**src/src_pkg.sv**
```systemverilog
package src_pkg;
   // ****************************************
   // register map, byte addresses
   // ****************************************
   localparam logic [7:0] CTRL_OFF = 8'h00;
   localparam logic [7:0] KEY_SEL_OFF = 8'h04;
   localparam logic [7:0] SOFT_INIT_OFF = 8'h08;
   localparam logic [7:0] MOD_EN_OFF = 8'h0C;
   localparam logic [7:0] CAUSE_OFF = 8'h10;
   localparam logic [7:0] STATE_OFF = 8'h14;
   localparam int ADDR_W = 8;

   // ****************************************
   // fields and reset values
   // ****************************************
   localparam int CTRL_KEY_EN_BIT = 0;
   localparam int CTRL_WDT_RST_BIT = 1;
   localparam int CTRL_VDET_RST_BIT = 2;
   localparam int CTRL_W = 3;
   localparam logic [2:0] CTRL_RST = 3'h0;
   localparam int NUM_KEY = 8;
   localparam logic [7:0] KEY_SEL_RST = 8'h00;
   localparam int NUM_PERIPH = 8;
   localparam logic [7:0] SOFT_INIT_RST = 8'h00;
   localparam logic [7:0] MOD_EN_RST = 8'h00;
   // peripherals whose enable bit also initializes them
   localparam logic [7:0] MOD_EN_INIT_MASK = 8'h0F;
   localparam int CAUSE_PIN_BIT = 0;
   localparam int CAUSE_POR_BIT = 1;
   localparam int CAUSE_KEY_BIT = 2;
   localparam int CAUSE_WDT_BIT = 3;
   localparam int CAUSE_VDET_BIT = 4;
   localparam int CAUSE_W = 5;
   localparam logic [4:0] CAUSE_RST = 5'h00;
   localparam int STATE_FULL_BIT = 0;
   localparam int STATE_PIN_BIT = 1;
   localparam int STATE_SOFT_LSB = 8;
   localparam logic [1:0] RESP_OKAY = 2'h0;
   localparam logic [1:0] RESP_SLVERR = 2'h2;

   // ****************************************
   // timing
   // ****************************************
   localparam int CLK_PERIOD_NS = 8;
   localparam int RESET_HOLD_TIME_NS = 100000;
   localparam int RESET_HOLD_CYC = (RESET_HOLD_TIME_NS + CLK_PERIOD_NS - 1) / CLK_PERIOD_NS;
   localparam int PIN_MIN_LOW_NS = 1000;
   localparam int PIN_MIN_LOW_CYC = (PIN_MIN_LOW_NS + CLK_PERIOD_NS - 1) / CLK_PERIOD_NS;
   localparam int KEY_MIN_LOW_NS = 10000;
   localparam int KEY_MIN_LOW_CYC = (KEY_MIN_LOW_NS + CLK_PERIOD_NS - 1) / CLK_PERIOD_NS;
   localparam int FILT_W = 12;
   localparam int HOLD_W = 16;
endpackage

```
**src/src_reset_ctrl.sv**
```systemverilog
// The address map and the AXI4-Lite register port were decided locally.
`timescale 1ns/100ps
`default_nettype none
module src_reset_ctrl #(
   parameter int HOLD_CYC = src_pkg::RESET_HOLD_CYC
) (
   input wire logic aclk,
   input wire logic aresetn,
   input wire logic aclk_en,
   input wire logic [7:0] s_axi_awaddr,
   input wire logic s_axi_awvalid,
   output logic s_axi_awready,
   input wire logic [31:0] s_axi_wdata,
   input wire logic [3:0] s_axi_wstrb,
   input wire logic s_axi_wvalid,
   output logic s_axi_wready,
   output logic [1:0] s_axi_bresp,
   output logic s_axi_bvalid,
   input wire logic s_axi_bready,
   input wire logic [7:0] s_axi_araddr,
   input wire logic s_axi_arvalid,
   output logic s_axi_arready,
   output logic [31:0] s_axi_rdata,
   output logic [1:0] s_axi_rresp,
   output logic s_axi_rvalid,
   input wire logic s_axi_rready,
   input wire logic reset_pin_n,
   input wire logic power_on_req,
   input wire logic [7:0] key_pin_n,
   input wire logic wdt_overflow,
   input wire logic vdet_low,
   input wire logic osc_stable,
   output logic full_hardware_group_rst,
   output logic pin_power_group_rst,
   output logic [7:0] soft_group_rst,
   output logic [7:0] module_enable_bit
);
   // ****************************************
   // input synchronisers
   // ****************************************
   localparam int SYNC_W = 12;
   localparam logic [11:0] SYNC_RST = 12'h9FF;
   logic [11:0] sync1_reg;
   logic [11:0] sync2_reg;
   wire [11:0] async_in = {osc_stable, vdet_low, power_on_req, key_pin_n, reset_pin_n};

   always_ff @(posedge aclk) begin
      if (!aresetn) begin
         sync1_reg <= SYNC_RST;
         sync2_reg <= SYNC_RST;
      end else if (aclk_en) begin
         sync1_reg <= async_in;
         sync2_reg <= sync1_reg;
      end
   end

   wire pin_low_s = ~sync2_reg[0];
   wire [7:0] key_n_s = sync2_reg[8:1];
   wire por_s = sync2_reg[9];
   wire vdet_s = sync2_reg[10];
   wire osc_ok_s = sync2_reg[11];

   // ****************************************
   // register file
   // ****************************************
   logic [2:0] ctrl_reg;
   logic [7:0] key_sel_reg;
   logic [7:0] soft_init_reg;
   logic [7:0] mod_en_reg;
   logic [7:0] mod_prev_reg;
   logic [4:0] cause_reg;

   function automatic logic reg_hit(input logic [7:0] addr, input logic [7:0] off);
      reg_hit = (addr[7:2] == off[7:2]);
   endfunction

   // ****************************************
   // axi4-lite slave
   // ****************************************
   logic aw_held_reg;
   logic w_held_reg;
   logic [7:0] aw_addr_reg;
   logic [31:0] w_data_reg;
   logic [3:0] w_strb_reg;
   logic awready_reg;
   logic wready_reg;
   logic bvalid_reg;
   logic [1:0] bresp_reg;
   logic arready_reg;
   logic rvalid_reg;
   logic [1:0] rresp_reg;
   logic [31:0] rdata_reg;

   wire aw_take = s_axi_awvalid & awready_reg;
   wire w_take = s_axi_wvalid & wready_reg;
   wire wr_fire = aw_held_reg & w_held_reg & ~bvalid_reg;
   wire aw_held_next = (aw_held_reg | aw_take) & ~wr_fire;
   wire w_held_next = (w_held_reg | w_take) & ~wr_fire;
   wire bvalid_next = wr_fire | (bvalid_reg & ~s_axi_bready);
   wire ar_take = s_axi_arvalid & arready_reg;
   wire rvalid_next = ar_take | (rvalid_reg & ~s_axi_rready);
   // only the low byte carries fields, so lane 0 gates every write
   wire wr_lo = wr_fire & w_strb_reg[0];
   wire wr_ctrl = wr_lo & reg_hit(aw_addr_reg, src_pkg::CTRL_OFF);
   wire wr_key = wr_lo & reg_hit(aw_addr_reg, src_pkg::KEY_SEL_OFF);
   wire wr_soft = wr_lo & reg_hit(aw_addr_reg, src_pkg::SOFT_INIT_OFF);
   wire wr_mod = wr_lo & reg_hit(aw_addr_reg, src_pkg::MOD_EN_OFF);
   wire wr_cause = wr_lo & reg_hit(aw_addr_reg, src_pkg::CAUSE_OFF);
   wire wr_mapped = reg_hit(aw_addr_reg, src_pkg::CTRL_OFF) | reg_hit(aw_addr_reg, src_pkg::KEY_SEL_OFF)
      | reg_hit(aw_addr_reg, src_pkg::SOFT_INIT_OFF) | reg_hit(aw_addr_reg, src_pkg::MOD_EN_OFF)
      | reg_hit(aw_addr_reg, src_pkg::CAUSE_OFF) | reg_hit(aw_addr_reg, src_pkg::STATE_OFF);

   always_ff @(posedge aclk) begin
      if (!aresetn) begin
         aw_held_reg <= 1'b0;
         w_held_reg <= 1'b0;
         aw_addr_reg <= 8'h00;
         w_data_reg <= 32'h00000000;
         w_strb_reg <= 4'h0;
         awready_reg <= 1'b0;
         wready_reg <= 1'b0;
         bvalid_reg <= 1'b0;
         bresp_reg <= src_pkg::RESP_OKAY;
      end else if (aclk_en) begin
         aw_held_reg <= aw_held_next;
         w_held_reg <= w_held_next;
         if (aw_take) begin
            aw_addr_reg <= s_axi_awaddr;
         end
         if (w_take) begin
            w_data_reg <= s_axi_wdata;
            w_strb_reg <= s_axi_wstrb;
         end
         awready_reg <= ~aw_held_next & ~bvalid_next;
         wready_reg <= ~w_held_next & ~bvalid_next;
         bvalid_reg <= bvalid_next;
         if (wr_fire) begin
            bresp_reg <= wr_mapped ? src_pkg::RESP_OKAY : src_pkg::RESP_SLVERR;
         end
      end
   end

   logic full_rst_reg;
   logic pin_rst_reg;
   logic [7:0] soft_rst_reg;
   wire [31:0] state_word = {16'h0000, soft_rst_reg, 6'h00, pin_rst_reg, full_rst_reg};
   wire rd_mapped = reg_hit(s_axi_araddr, src_pkg::CTRL_OFF) | reg_hit(s_axi_araddr, src_pkg::KEY_SEL_OFF)
      | reg_hit(s_axi_araddr, src_pkg::SOFT_INIT_OFF) | reg_hit(s_axi_araddr, src_pkg::MOD_EN_OFF)
      | reg_hit(s_axi_araddr, src_pkg::CAUSE_OFF) | reg_hit(s_axi_araddr, src_pkg::STATE_OFF);
   wire [31:0] rd_word =
      reg_hit(s_axi_araddr, src_pkg::CTRL_OFF) ? {29'h00000000, ctrl_reg} :
      reg_hit(s_axi_araddr, src_pkg::KEY_SEL_OFF) ? {24'h000000, key_sel_reg} :
      reg_hit(s_axi_araddr, src_pkg::SOFT_INIT_OFF) ? {24'h000000, soft_init_reg} :
      reg_hit(s_axi_araddr, src_pkg::MOD_EN_OFF) ? {24'h000000, mod_en_reg} :
      reg_hit(s_axi_araddr, src_pkg::CAUSE_OFF) ? {27'h0000000, cause_reg} :
      reg_hit(s_axi_araddr, src_pkg::STATE_OFF) ? state_word : 32'h00000000;

   always_ff @(posedge aclk) begin
      if (!aresetn) begin
         arready_reg <= 1'b0;
         rvalid_reg <= 1'b0;
         rresp_reg <= src_pkg::RESP_OKAY;
         rdata_reg <= 32'h00000000;
      end else if (aclk_en) begin
         arready_reg <= ~rvalid_next;
         rvalid_reg <= rvalid_next;
         if (ar_take) begin
            rdata_reg <= rd_word;
            rresp_reg <= rd_mapped ? src_pkg::RESP_OKAY : src_pkg::RESP_SLVERR;
         end
      end
   end

   // ****************************************
   // reset sources
   // ****************************************
   // filter 0 is the reset pin, filter 1 the key-entry pins
   logic [11:0] filt_cnt_reg [2];
   wire key_all_low = (key_sel_reg != 8'h00) & (&(~key_sel_reg | ~key_n_s));
   wire [1:0] filt_low = {ctrl_reg[src_pkg::CTRL_KEY_EN_BIT] & key_all_low, pin_low_s};
   wire [11:0] filt_lim [2];
   assign filt_lim[0] = 12'(src_pkg::PIN_MIN_LOW_CYC);
   assign filt_lim[1] = 12'(src_pkg::KEY_MIN_LOW_CYC);

   genvar gi;
   generate
      for (gi = 0; gi < 2; gi++) begin : g_filt
         // one high sample restarts the count, so a glitch never qualifies
         always_ff @(posedge aclk) begin
            if (!aresetn) begin
               filt_cnt_reg[gi] <= 12'h000;
            end else if (aclk_en) begin
               if (!filt_low[gi]) begin
                  filt_cnt_reg[gi] <= 12'h000;
               end else if (filt_cnt_reg[gi] != filt_lim[gi]) begin
                  filt_cnt_reg[gi] <= filt_cnt_reg[gi] + 12'h001;
               end
            end
         end
      end
   endgenerate

   wire pin_req = filt_low[0] & (filt_cnt_reg[0] == filt_lim[0]);
   wire key_req = filt_low[1] & (filt_cnt_reg[1] == filt_lim[1]);
   wire por_req = por_s;
   wire wdt_req = ctrl_reg[src_pkg::CTRL_WDT_RST_BIT] & wdt_overflow;
   wire vdet_req = ctrl_reg[src_pkg::CTRL_VDET_RST_BIT] & vdet_s;
   wire [4:0] cause_set = {vdet_req, wdt_req, key_req, por_req, pin_req};

   // ****************************************
   // hardware groups with hold
   // ****************************************
   wire [1:0] hold_act;
   assign hold_act[0] = pin_req | por_req | key_req | vdet_req | wdt_req | ~osc_ok_s;
   assign hold_act[1] = pin_req | por_req | ~osc_ok_s;
   logic [15:0] hold_cnt_reg [2];
   logic [1:0] grp_rst_reg;

   generate
      for (gi = 0; gi < 2; gi++) begin : g_hold
         always_ff @(posedge aclk) begin
            if (!aresetn) begin
               hold_cnt_reg[gi] <= 16'(HOLD_CYC);
               grp_rst_reg[gi] <= 1'b1;
            end else if (aclk_en) begin
               if (hold_act[gi]) begin
                  hold_cnt_reg[gi] <= 16'(HOLD_CYC);
               end else if (hold_cnt_reg[gi] != 16'h0000) begin
                  hold_cnt_reg[gi] <= hold_cnt_reg[gi] - 16'h0001;
               end
               grp_rst_reg[gi] <= hold_act[gi] | (hold_cnt_reg[gi] > 16'h0001);
            end
         end
      end
   endgenerate

   // ****************************************
   // registers, cause flags and soft group
   // ****************************************
   wire [7:0] mod_rise = mod_en_reg & ~mod_prev_reg & src_pkg::MOD_EN_INIT_MASK;

   always_ff @(posedge aclk) begin
      if (!aresetn) begin
         ctrl_reg <= src_pkg::CTRL_RST;
         key_sel_reg <= src_pkg::KEY_SEL_RST;
         soft_init_reg <= src_pkg::SOFT_INIT_RST;
         mod_en_reg <= src_pkg::MOD_EN_RST;
         mod_prev_reg <= src_pkg::MOD_EN_RST;
         cause_reg <= src_pkg::CAUSE_RST;
         soft_rst_reg <= 8'h00;
      end else if (aclk_en) begin
         if (wr_ctrl) begin
            ctrl_reg <= w_data_reg[2:0];
         end
         if (wr_key) begin
            key_sel_reg <= w_data_reg[7:0];
         end
         if (wr_soft) begin
            soft_init_reg <= w_data_reg[7:0];
         end
         if (wr_mod) begin
            mod_en_reg <= w_data_reg[7:0];
         end
         mod_prev_reg <= mod_en_reg;
         // a new event beats a same-cycle write-one clear
         cause_reg <= cause_set | (cause_reg & ~({5{wr_cause}} & w_data_reg[4:0]));
         soft_rst_reg <= soft_init_reg | mod_rise;
      end
   end

   assign full_rst_reg = grp_rst_reg[0];
   assign pin_rst_reg = grp_rst_reg[1];
   assign full_hardware_group_rst = full_rst_reg;
   assign pin_power_group_rst = pin_rst_reg;
   assign soft_group_rst = soft_rst_reg;
   assign module_enable_bit = mod_en_reg;
   assign s_axi_awready = awready_reg;
   assign s_axi_wready = wready_reg;
   assign s_axi_bvalid = bvalid_reg;
   assign s_axi_bresp = bresp_reg;
   assign s_axi_arready = arready_reg;
   assign s_axi_rvalid = rvalid_reg;
   assign s_axi_rresp = rresp_reg;
   assign s_axi_rdata = rdata_reg;
endmodule
`default_nettype wire

```
**config.mk**
```make
export PLATFORM = sky130hd
export DESIGN_NAME = src_reset_ctrl
export DESIGN_NICKNAME = d
export VERILOG_FILES = /design/src/src_pkg.sv /design/src/src_reset_ctrl.sv
export SDC_FILE = /design/constraint.sdc
export NUM_CORES = 1
export LEC_CHECK = 0
export BUFFER_PORTS_ARGS = -buffer_cell sky130_fd_sc_hd__buf_4
export CAP_MARGIN = 0
export CORE_AREA = 2 2 170 172
export CTS_CLUSTER_SIZE = 16
export DETAILED_ROUTE_END_ITERATION = 7
export DIE_AREA = 0 0 172 174
export HOLD_SLACK_MARGIN = 0.12
export PLACE_DENSITY = 0.5
export SYNTH_ARGS = -nofsm -noshare
export SYNTH_HDL_FRONTEND = slang
export SYNTH_SLANG_ARGS = --single-unit
```
**constraint.sdc**
```tcl
create_clock -name aclk -period 4.3 [get_ports aclk]
set_input_delay 0 -clock aclk [delete_from_list [all_inputs] [get_ports aclk]]
set_output_delay 0 -clock aclk [all_outputs]
set_load 0.01 [all_outputs]
```
Word-level counts from Yosys, hierarchy flattened
Memory sizes are Yosys's and may differ from the RTL's.
Cells that the tools add are included.
{ "totals": {"in_bits": 73, "mem_count": 2, "ram_bits": 56, "wordCells": 186, "ff_bits": 130} }
{ "op_classes": {"muxes": 53, "n_reduce_logical": 14, "add_sub_neg": 4, "eq_ne": 14, "n_lt_le_gt_ge": 2, "bitwise_logic": 73} }
{ "mem_list": {"columns": ["name", "words", "width", "read_ports", "rd_clocked_by_memory_dff", "write_ports", "line", "source"], "rows": [
  ["hold_cnt_reg", 2, 16, 2, 0, 2, "src_reset_ctrl.sv:216", "logic [15:0] hold_cnt_reg [2];"],
  ["filt_cnt_reg", 2, 12, 2, 0, 2, "src_reset_ctrl.sv:178", "logic [11:0] filt_cnt_reg [2];"]
]} }
{ "op_table": {"columns": ["op", "n"], "rows": [
  ["16-bit 2-to-1 mux", 10],
  ["12-bit 2-to-1 mux", 4],
  ["1-bit 2-to-1 mux", 37],
  ["16-bit by 1-bit greater-than comparator with 1-bit output (second input constant)", 2],
  ["16-bit nonzero test", 2],
  ["16-bit by 1-bit subtractor with 16-bit output (second input constant)", 2],
  ["1-bit OR", 30],
  ["12-bit by 1-bit adder with 12-bit output (second input constant)", 2],
  ["6-bit by 2-bit == test with 1-bit output (second input constant)", 4],
  ["6-bit by 3-bit == test with 1-bit output (second input constant)", 4],
  ["1-bit bitwise AND", 23],
  ["8-bit NOT", 2],
  ["2-bit AND reduction", 8],
  ["12-bit by 11-bit == test with 1-bit output (second input constant)", 1],
  ["12-bit by 7-bit == test with 1-bit output (second input constant)", 1],
  ["6-bit by 1-bit == test with 1-bit output (second input constant)", 2],
  ["6-bit logical NOT", 2],
  ["12-bit by 11-bit != test with 1-bit output (second input constant)", 1],
  ["12-bit by 7-bit != test with 1-bit output (second input constant)", 1],
  ["5-bit bitwise AND", 2],
  ["1-bit NOT", 10],
  ["8-bit by 4-bit OR with 8-bit output", 1],
  ["8-bit OR", 1],
  ["8-bit AND reduction", 1],
  ["6 further kinds", 7]
]} }

Longest topological paths before layout
{ "depth": {"depth_word": 16, "ltp_mapped": 8} }

Worst setup path before layout
OpenSTA, ideal clock, no wires.
{ "synth_timing": {"path_type": "reg2reg", "start": "mem filt_cnt_reg[1][0]", "end": "mem hold_cnt_reg[0][0], enable pin", "arrival_time_ns": 2.622, "period_less_slack_ns": 3.033, "path_stages_with_launch": 8, "slack_ns": 1.267, "cell_sequence": "edfxtp_1 > inv_1 > ha_1 > nor4bb_1 > nand3_1 > nor3_1 > nor3_1 > o21ai_0"} }
{ "synth_lines": {"columns": ["item", "line"], "rows": [
  ["start, declared", "src_reset_ctrl.sv:178"],
  ["end, declared", "src_reset_ctrl.sv:216"]
]} }

Worst setup path in the final report
{ "layout_timing": {"start": "in s_axi_araddr[7]", "end": "reg rdata_reg[1], in the netlist s_axi_rdata[1]"} }
{ "layout_via": {"elab_chain_cells": 7, "elab_cells_between_ends": 12, "classes_between": "5 x eq/ne; 6 x mux; 1 x reduce/logical"} }
{ "layout_lines": {"columns": ["item", "line", "source"], "rows": [
  ["start, declared", "src_reset_ctrl.sv:20", "input wire logic [7:0] s_axi_araddr,"],
  ["6-bit by 3-bit == test with 1-bit output", "src_reset_ctrl.sv:74", "reg_hit = (addr[7:2] == off[7:2]);"],
  ["16-bit 2-to-1 mux", "src_reset_ctrl.sv:156", "reg_hit(s_axi_araddr, src_pkg::STATE_OFF) ? state_word : 32'h00000000;"],
  ["16-bit 2-to-1 mux", "src_reset_ctrl.sv:155", "reg_hit(s_axi_araddr, src_pkg::CAUSE_OFF) ? {27'h0000000, cause_reg} :"],
  ["16-bit 2-to-1 mux", "src_reset_ctrl.sv:154", "reg_hit(s_axi_araddr, src_pkg::MOD_EN_OFF) ? {24'h000000, mod_en_reg} :"],
  ["16-bit 2-to-1 mux", "src_reset_ctrl.sv:153", "reg_hit(s_axi_araddr, src_pkg::SOFT_INIT_OFF) ? {24'h000000, soft_init_reg} :"],
  ["16-bit 2-to-1 mux", "src_reset_ctrl.sv:152", "reg_hit(s_axi_araddr, src_pkg::KEY_SEL_OFF) ? {24'h000000, key_sel_reg} :"],
  ["16-bit 2-to-1 mux (*)", "src_reset_ctrl.sv:151", "reg_hit(s_axi_araddr, src_pkg::CTRL_OFF) ? {29'h00000000, ctrl_reg} :"],
  ["end signal, assigned", "src_reset_ctrl.sv:168", "rdata_reg <= rd_word;"],
  ["end, declared", "src_reset_ctrl.sv:92", "logic [31:0] rdata_reg;"]
]} }
Every way passes the cells marked *; elsewhere a longest branch is shown, timed or not.
A chain may end at the register's enable or synchronous reset.

==> results.toml <==
[grt]
gr-total-overflow = 0
grt_max_degree = 93
grt_usage_pct = 12.9
grt_pass1_wl_um = 30200
grt_pass1_vias = 5513
antenna_found_initial = 0

[floorplanning]
start_util_pct = 27.4
die-area_um2 = 29900
die_w_um = 172
io_pins = 132
core_area_um2 = 28200
num_rows = 62
die_y_um = 174

[power]
p_per_area_nw_per_um2 = 364
power_frac_comb_pct = 7.5
p_leak_uw = 0.00361
switching_power_uw = 821
ir_drop_mv = 0.239
netSwitchingFraction_pct = 22.8
power_frac_seq_pct = 47.5
internal-power_uw = 2780
clkPwrFrac_pct = 45.0

[final_layout]
antenna_cells = 0
fin_nets = 1007
largest_reg_flops = 32
syn_to_final_growth_pct = 28.1
layout-drive-gt1-share_pct = 14.8
fillCellCount = 2902

[clock_network]
clk_path_buf_depth = 2
cts_num_sinks = 166
clock-root-buffer = "clkbuf_16"
htreeDepth = 4
cts_tree = "built"
cts_setup_buffers = 0
clock_latency_ns = 0.43
cts.clk_slew.worst_paths_ns = 0.06
cts_buffers = 17

[synth]
synth_cell_types = 56
yosys_warnings = 0
async_flop_share_pct = 0
synth.ff_latch_count = 166
synth.yosys.seq_area_share_pct = 50.3
synth_area_um2 = 7730
synth_edf_count = 56
avgSynthCellArea_um2 = 9.71
synth_ff_type = "dfxtp_1"
postSynthCellCount = 796

[outcome]
status = "completed"

[critical_path]
worst_r2r_startpoint = "hold_cnt_reg[1][0]"
worstRegToRegCells = 7
arrival_ns = 3.03
cp-startpoint = "s_axi_araddr[7]"
end_kind = "flop"
crit_path_end = "s_axi_rdata[1]"
rrSetupSlack_ns = 1.68
start_kind = "input port"
worstSetupPathType = "in2reg"
r2r-end = "hold_cnt_reg[1][7]"
required_ns = 4.67
cp_max_fo = 3

[route]
route.detailed.drc = 0
drtPass1Iterations = 5
wl_per_cell_um = 14.3
antenna_left = 0
drt_iter0_drc = 399
vias = 5970
drt_wl_total_um = 18900
viasPerCell = 4.51

[timing]
slew_violations = 0
min_period_over_period_pct = 62.0
setup_viol = 0
timing.hold.ws_ns = 0.127
skew_ns = 0.0160
min_period_ns = 2.67
rsz0062_at_grt = "no"
worst_pin_slew_ns = 1.03
max_freq_ghz = 0.375
hold_violations = 0
setup_tns_ns = 0
slew-limit-headroom_pct = 30.7

[min_path]
hp-class = "in2reg"
whs_path_depth = 5

[placed_design]
place_congestion = 0.783
port_buffers = 82
dp_hpwl_um = 13000

[flow_run]
maxCapViolCount = 0
-- stage by stage --
stage / instance area (um^2) / setup WS [ns] / power, uW / std cells / util (%)
after global placement: 8630 / 1.67 / 1970 / 1228 / 30.6
final: 9890 / 1.63 / 3600 / 1323 / 35.0
after CTS: 9890 / 1.61 / 3640 / 1323 / 35.0
after detailed placement: 8630 / 1.62 / 1970 / 1228 / 30.6
after global routing: 9890 / 1.35 / 3730 / 1323 / 35.0
after floorplan: 7790 / 1.27 / 1900 / 813 / -
-- what timing repair did --
item                                   in CTS  in global routing
resized for setup                           0                  0
endpoints found under the hold margin      58                  0
hold buffers                               63                  0
-- area by class of cell --
| class | instances | area, um^2 | area share [%] |
|---|---|---|---|
| Clock buffer | 24 | 524 | 5.30 |
| Multi-Input combinational cell | 574 | 3560 | 35.9 |
| Inverter | 18 | 67.6 | 0.683 |
| Sequential cell | 166 | 3880 | 39.3 |
| Tap cell | 384 | 480 | 4.86 |
| Clock inverter | 8 | 106 | 1.07 |
| Timing Repair Buffer | 149 | 1280 | 12.9 |
-- synth_stat cells, types with 3 or more instances --
cell / number / area, um^2
or3_1: 6 / 37.5
dfxtp_1: 110 / 2200
nor2b_1: 55 / 344
o31ai_1: 3 / 22.5
mux2i_1: 51 / 510
buf_4: 19 / 143
mux2_2: 5 / 56.3
nand4_1: 13 / 81.3
edfxtp_1: 56 / 1680
o21ai_1: 17 / 85.1
a21oi_1: 26 / 130
and2_1: 5 / 31.3
ha_1: 8 / 100
nor3_1: 15 / 75.1
a211o_1: 3 / 26.3
or4_1: 3 / 22.5
inv_1: 18 / 67.6
nand3_1: 34 / 170
nor2_2: 8 / 50.1
nor3_2: 4 / 40.0
nand2b_1: 4 / 25.0
nor2_1: 59 / 221
a22oi_1: 20 / 150
o21ai_0: 13 / 65.1
and3_1: 8 / 50.1
a21boi_0: 11 / 82.6
clkbuf_1: 30 / 113
xor2_1: 20 / 175
a32oi_1: 4 / 35.0
buf_2: 4 / 20.0
nand2_1: 100 / 375
xnor2_1: 22 / 193
nor4_1: 8 / 50.1
-- cells in the final DEF (no fill, tap or decap), types with 11 or more instances in the layout --
cell type	Yosys	layout
inv_1	18	18
xnor2_1	22	22
a21oi_1	26	26
o21ai_0	13	12
conb_1	1	18
clkbuf_16	0	19
a21boi_0	11	11
dlygate4sd3_1	0	63
a22oi_1	20	20
o21ai_1	17	18
nand4_1	13	13
nor2_1	59	59
dfxtp_1	110	110
xor2_1	20	20
nand3_1	34	34
nor2b_1	55	55
edfxtp_1	56	56
buf_4	19	86
mux2i_1	51	51
nor3_1	15	15
nand2_1	100	100
-- worst min path at each step --
stage / startpoint / endpoint / slack, ns
2_1_floorplan: reset_pin_n / sync1_reg[0] / 0.13
3_3_place_gp: key_pin_n[3] / sync1_reg[4] / 0.22
3_5_place_dp: key_pin_n[1] / sync1_reg[2] / 0.22
4_1_cts: s_axi_araddr[5] / s_axi_rdata[2] / 0.12
5_1_grt: s_axi_araddr[2] / s_axi_rdata[0] / 0.18
6_report: s_axi_araddr[5] / s_axi_rdata[2] / 0.13
-- cell families (layout without fill, tap and decap cells) --
logic type / after synthesis / after routing / synth area share, %
compound gates: 117 / 117 / 9.86
xor+xnor: 42 / 42 / 4.76
fa+ha+maj: 8 / 8 / 1.30
buf+inv: 73 / 199 / 4.53
flops: 166 / 166 / 50.3
mux: 56 / 56 / 7.34
other cells: 1 / 18 / 0.0485
simple gates: 333 / 333 / 21.9
-- metal layers --
layer  track usage (%)  routed length (um)
met4              3.68                 144
met1              18.4                9370
met5                 0                   0
met2              19.8                8660
met3              2.48                 718
-- worst max-delay path, stage by stage --
cell and delay (ns):
dlygate4sd3_1 0.54, buf_4 0.13, nor3_1 0.38, dlygate4sd3_1 0.69, nor4b_1 0.44, nand2_1 0.12, a31oi_1 0.17, dlygate4sd3_1 0.55
-- power by group through the flow --
stage / clock network [uW] / registers [uW] / logic [uW]
floorplan: 0 / 1740 / 160
global placement: 0 / 1750 / 223
detailed placement: 0 / 1750 / 223
CTS: 1660 / 1710 / 272
global route: 1710 / 1720 / 300
finish: 1620 / 1710 / 269
No activity file was read; power rests on OpenSTA's default activity.
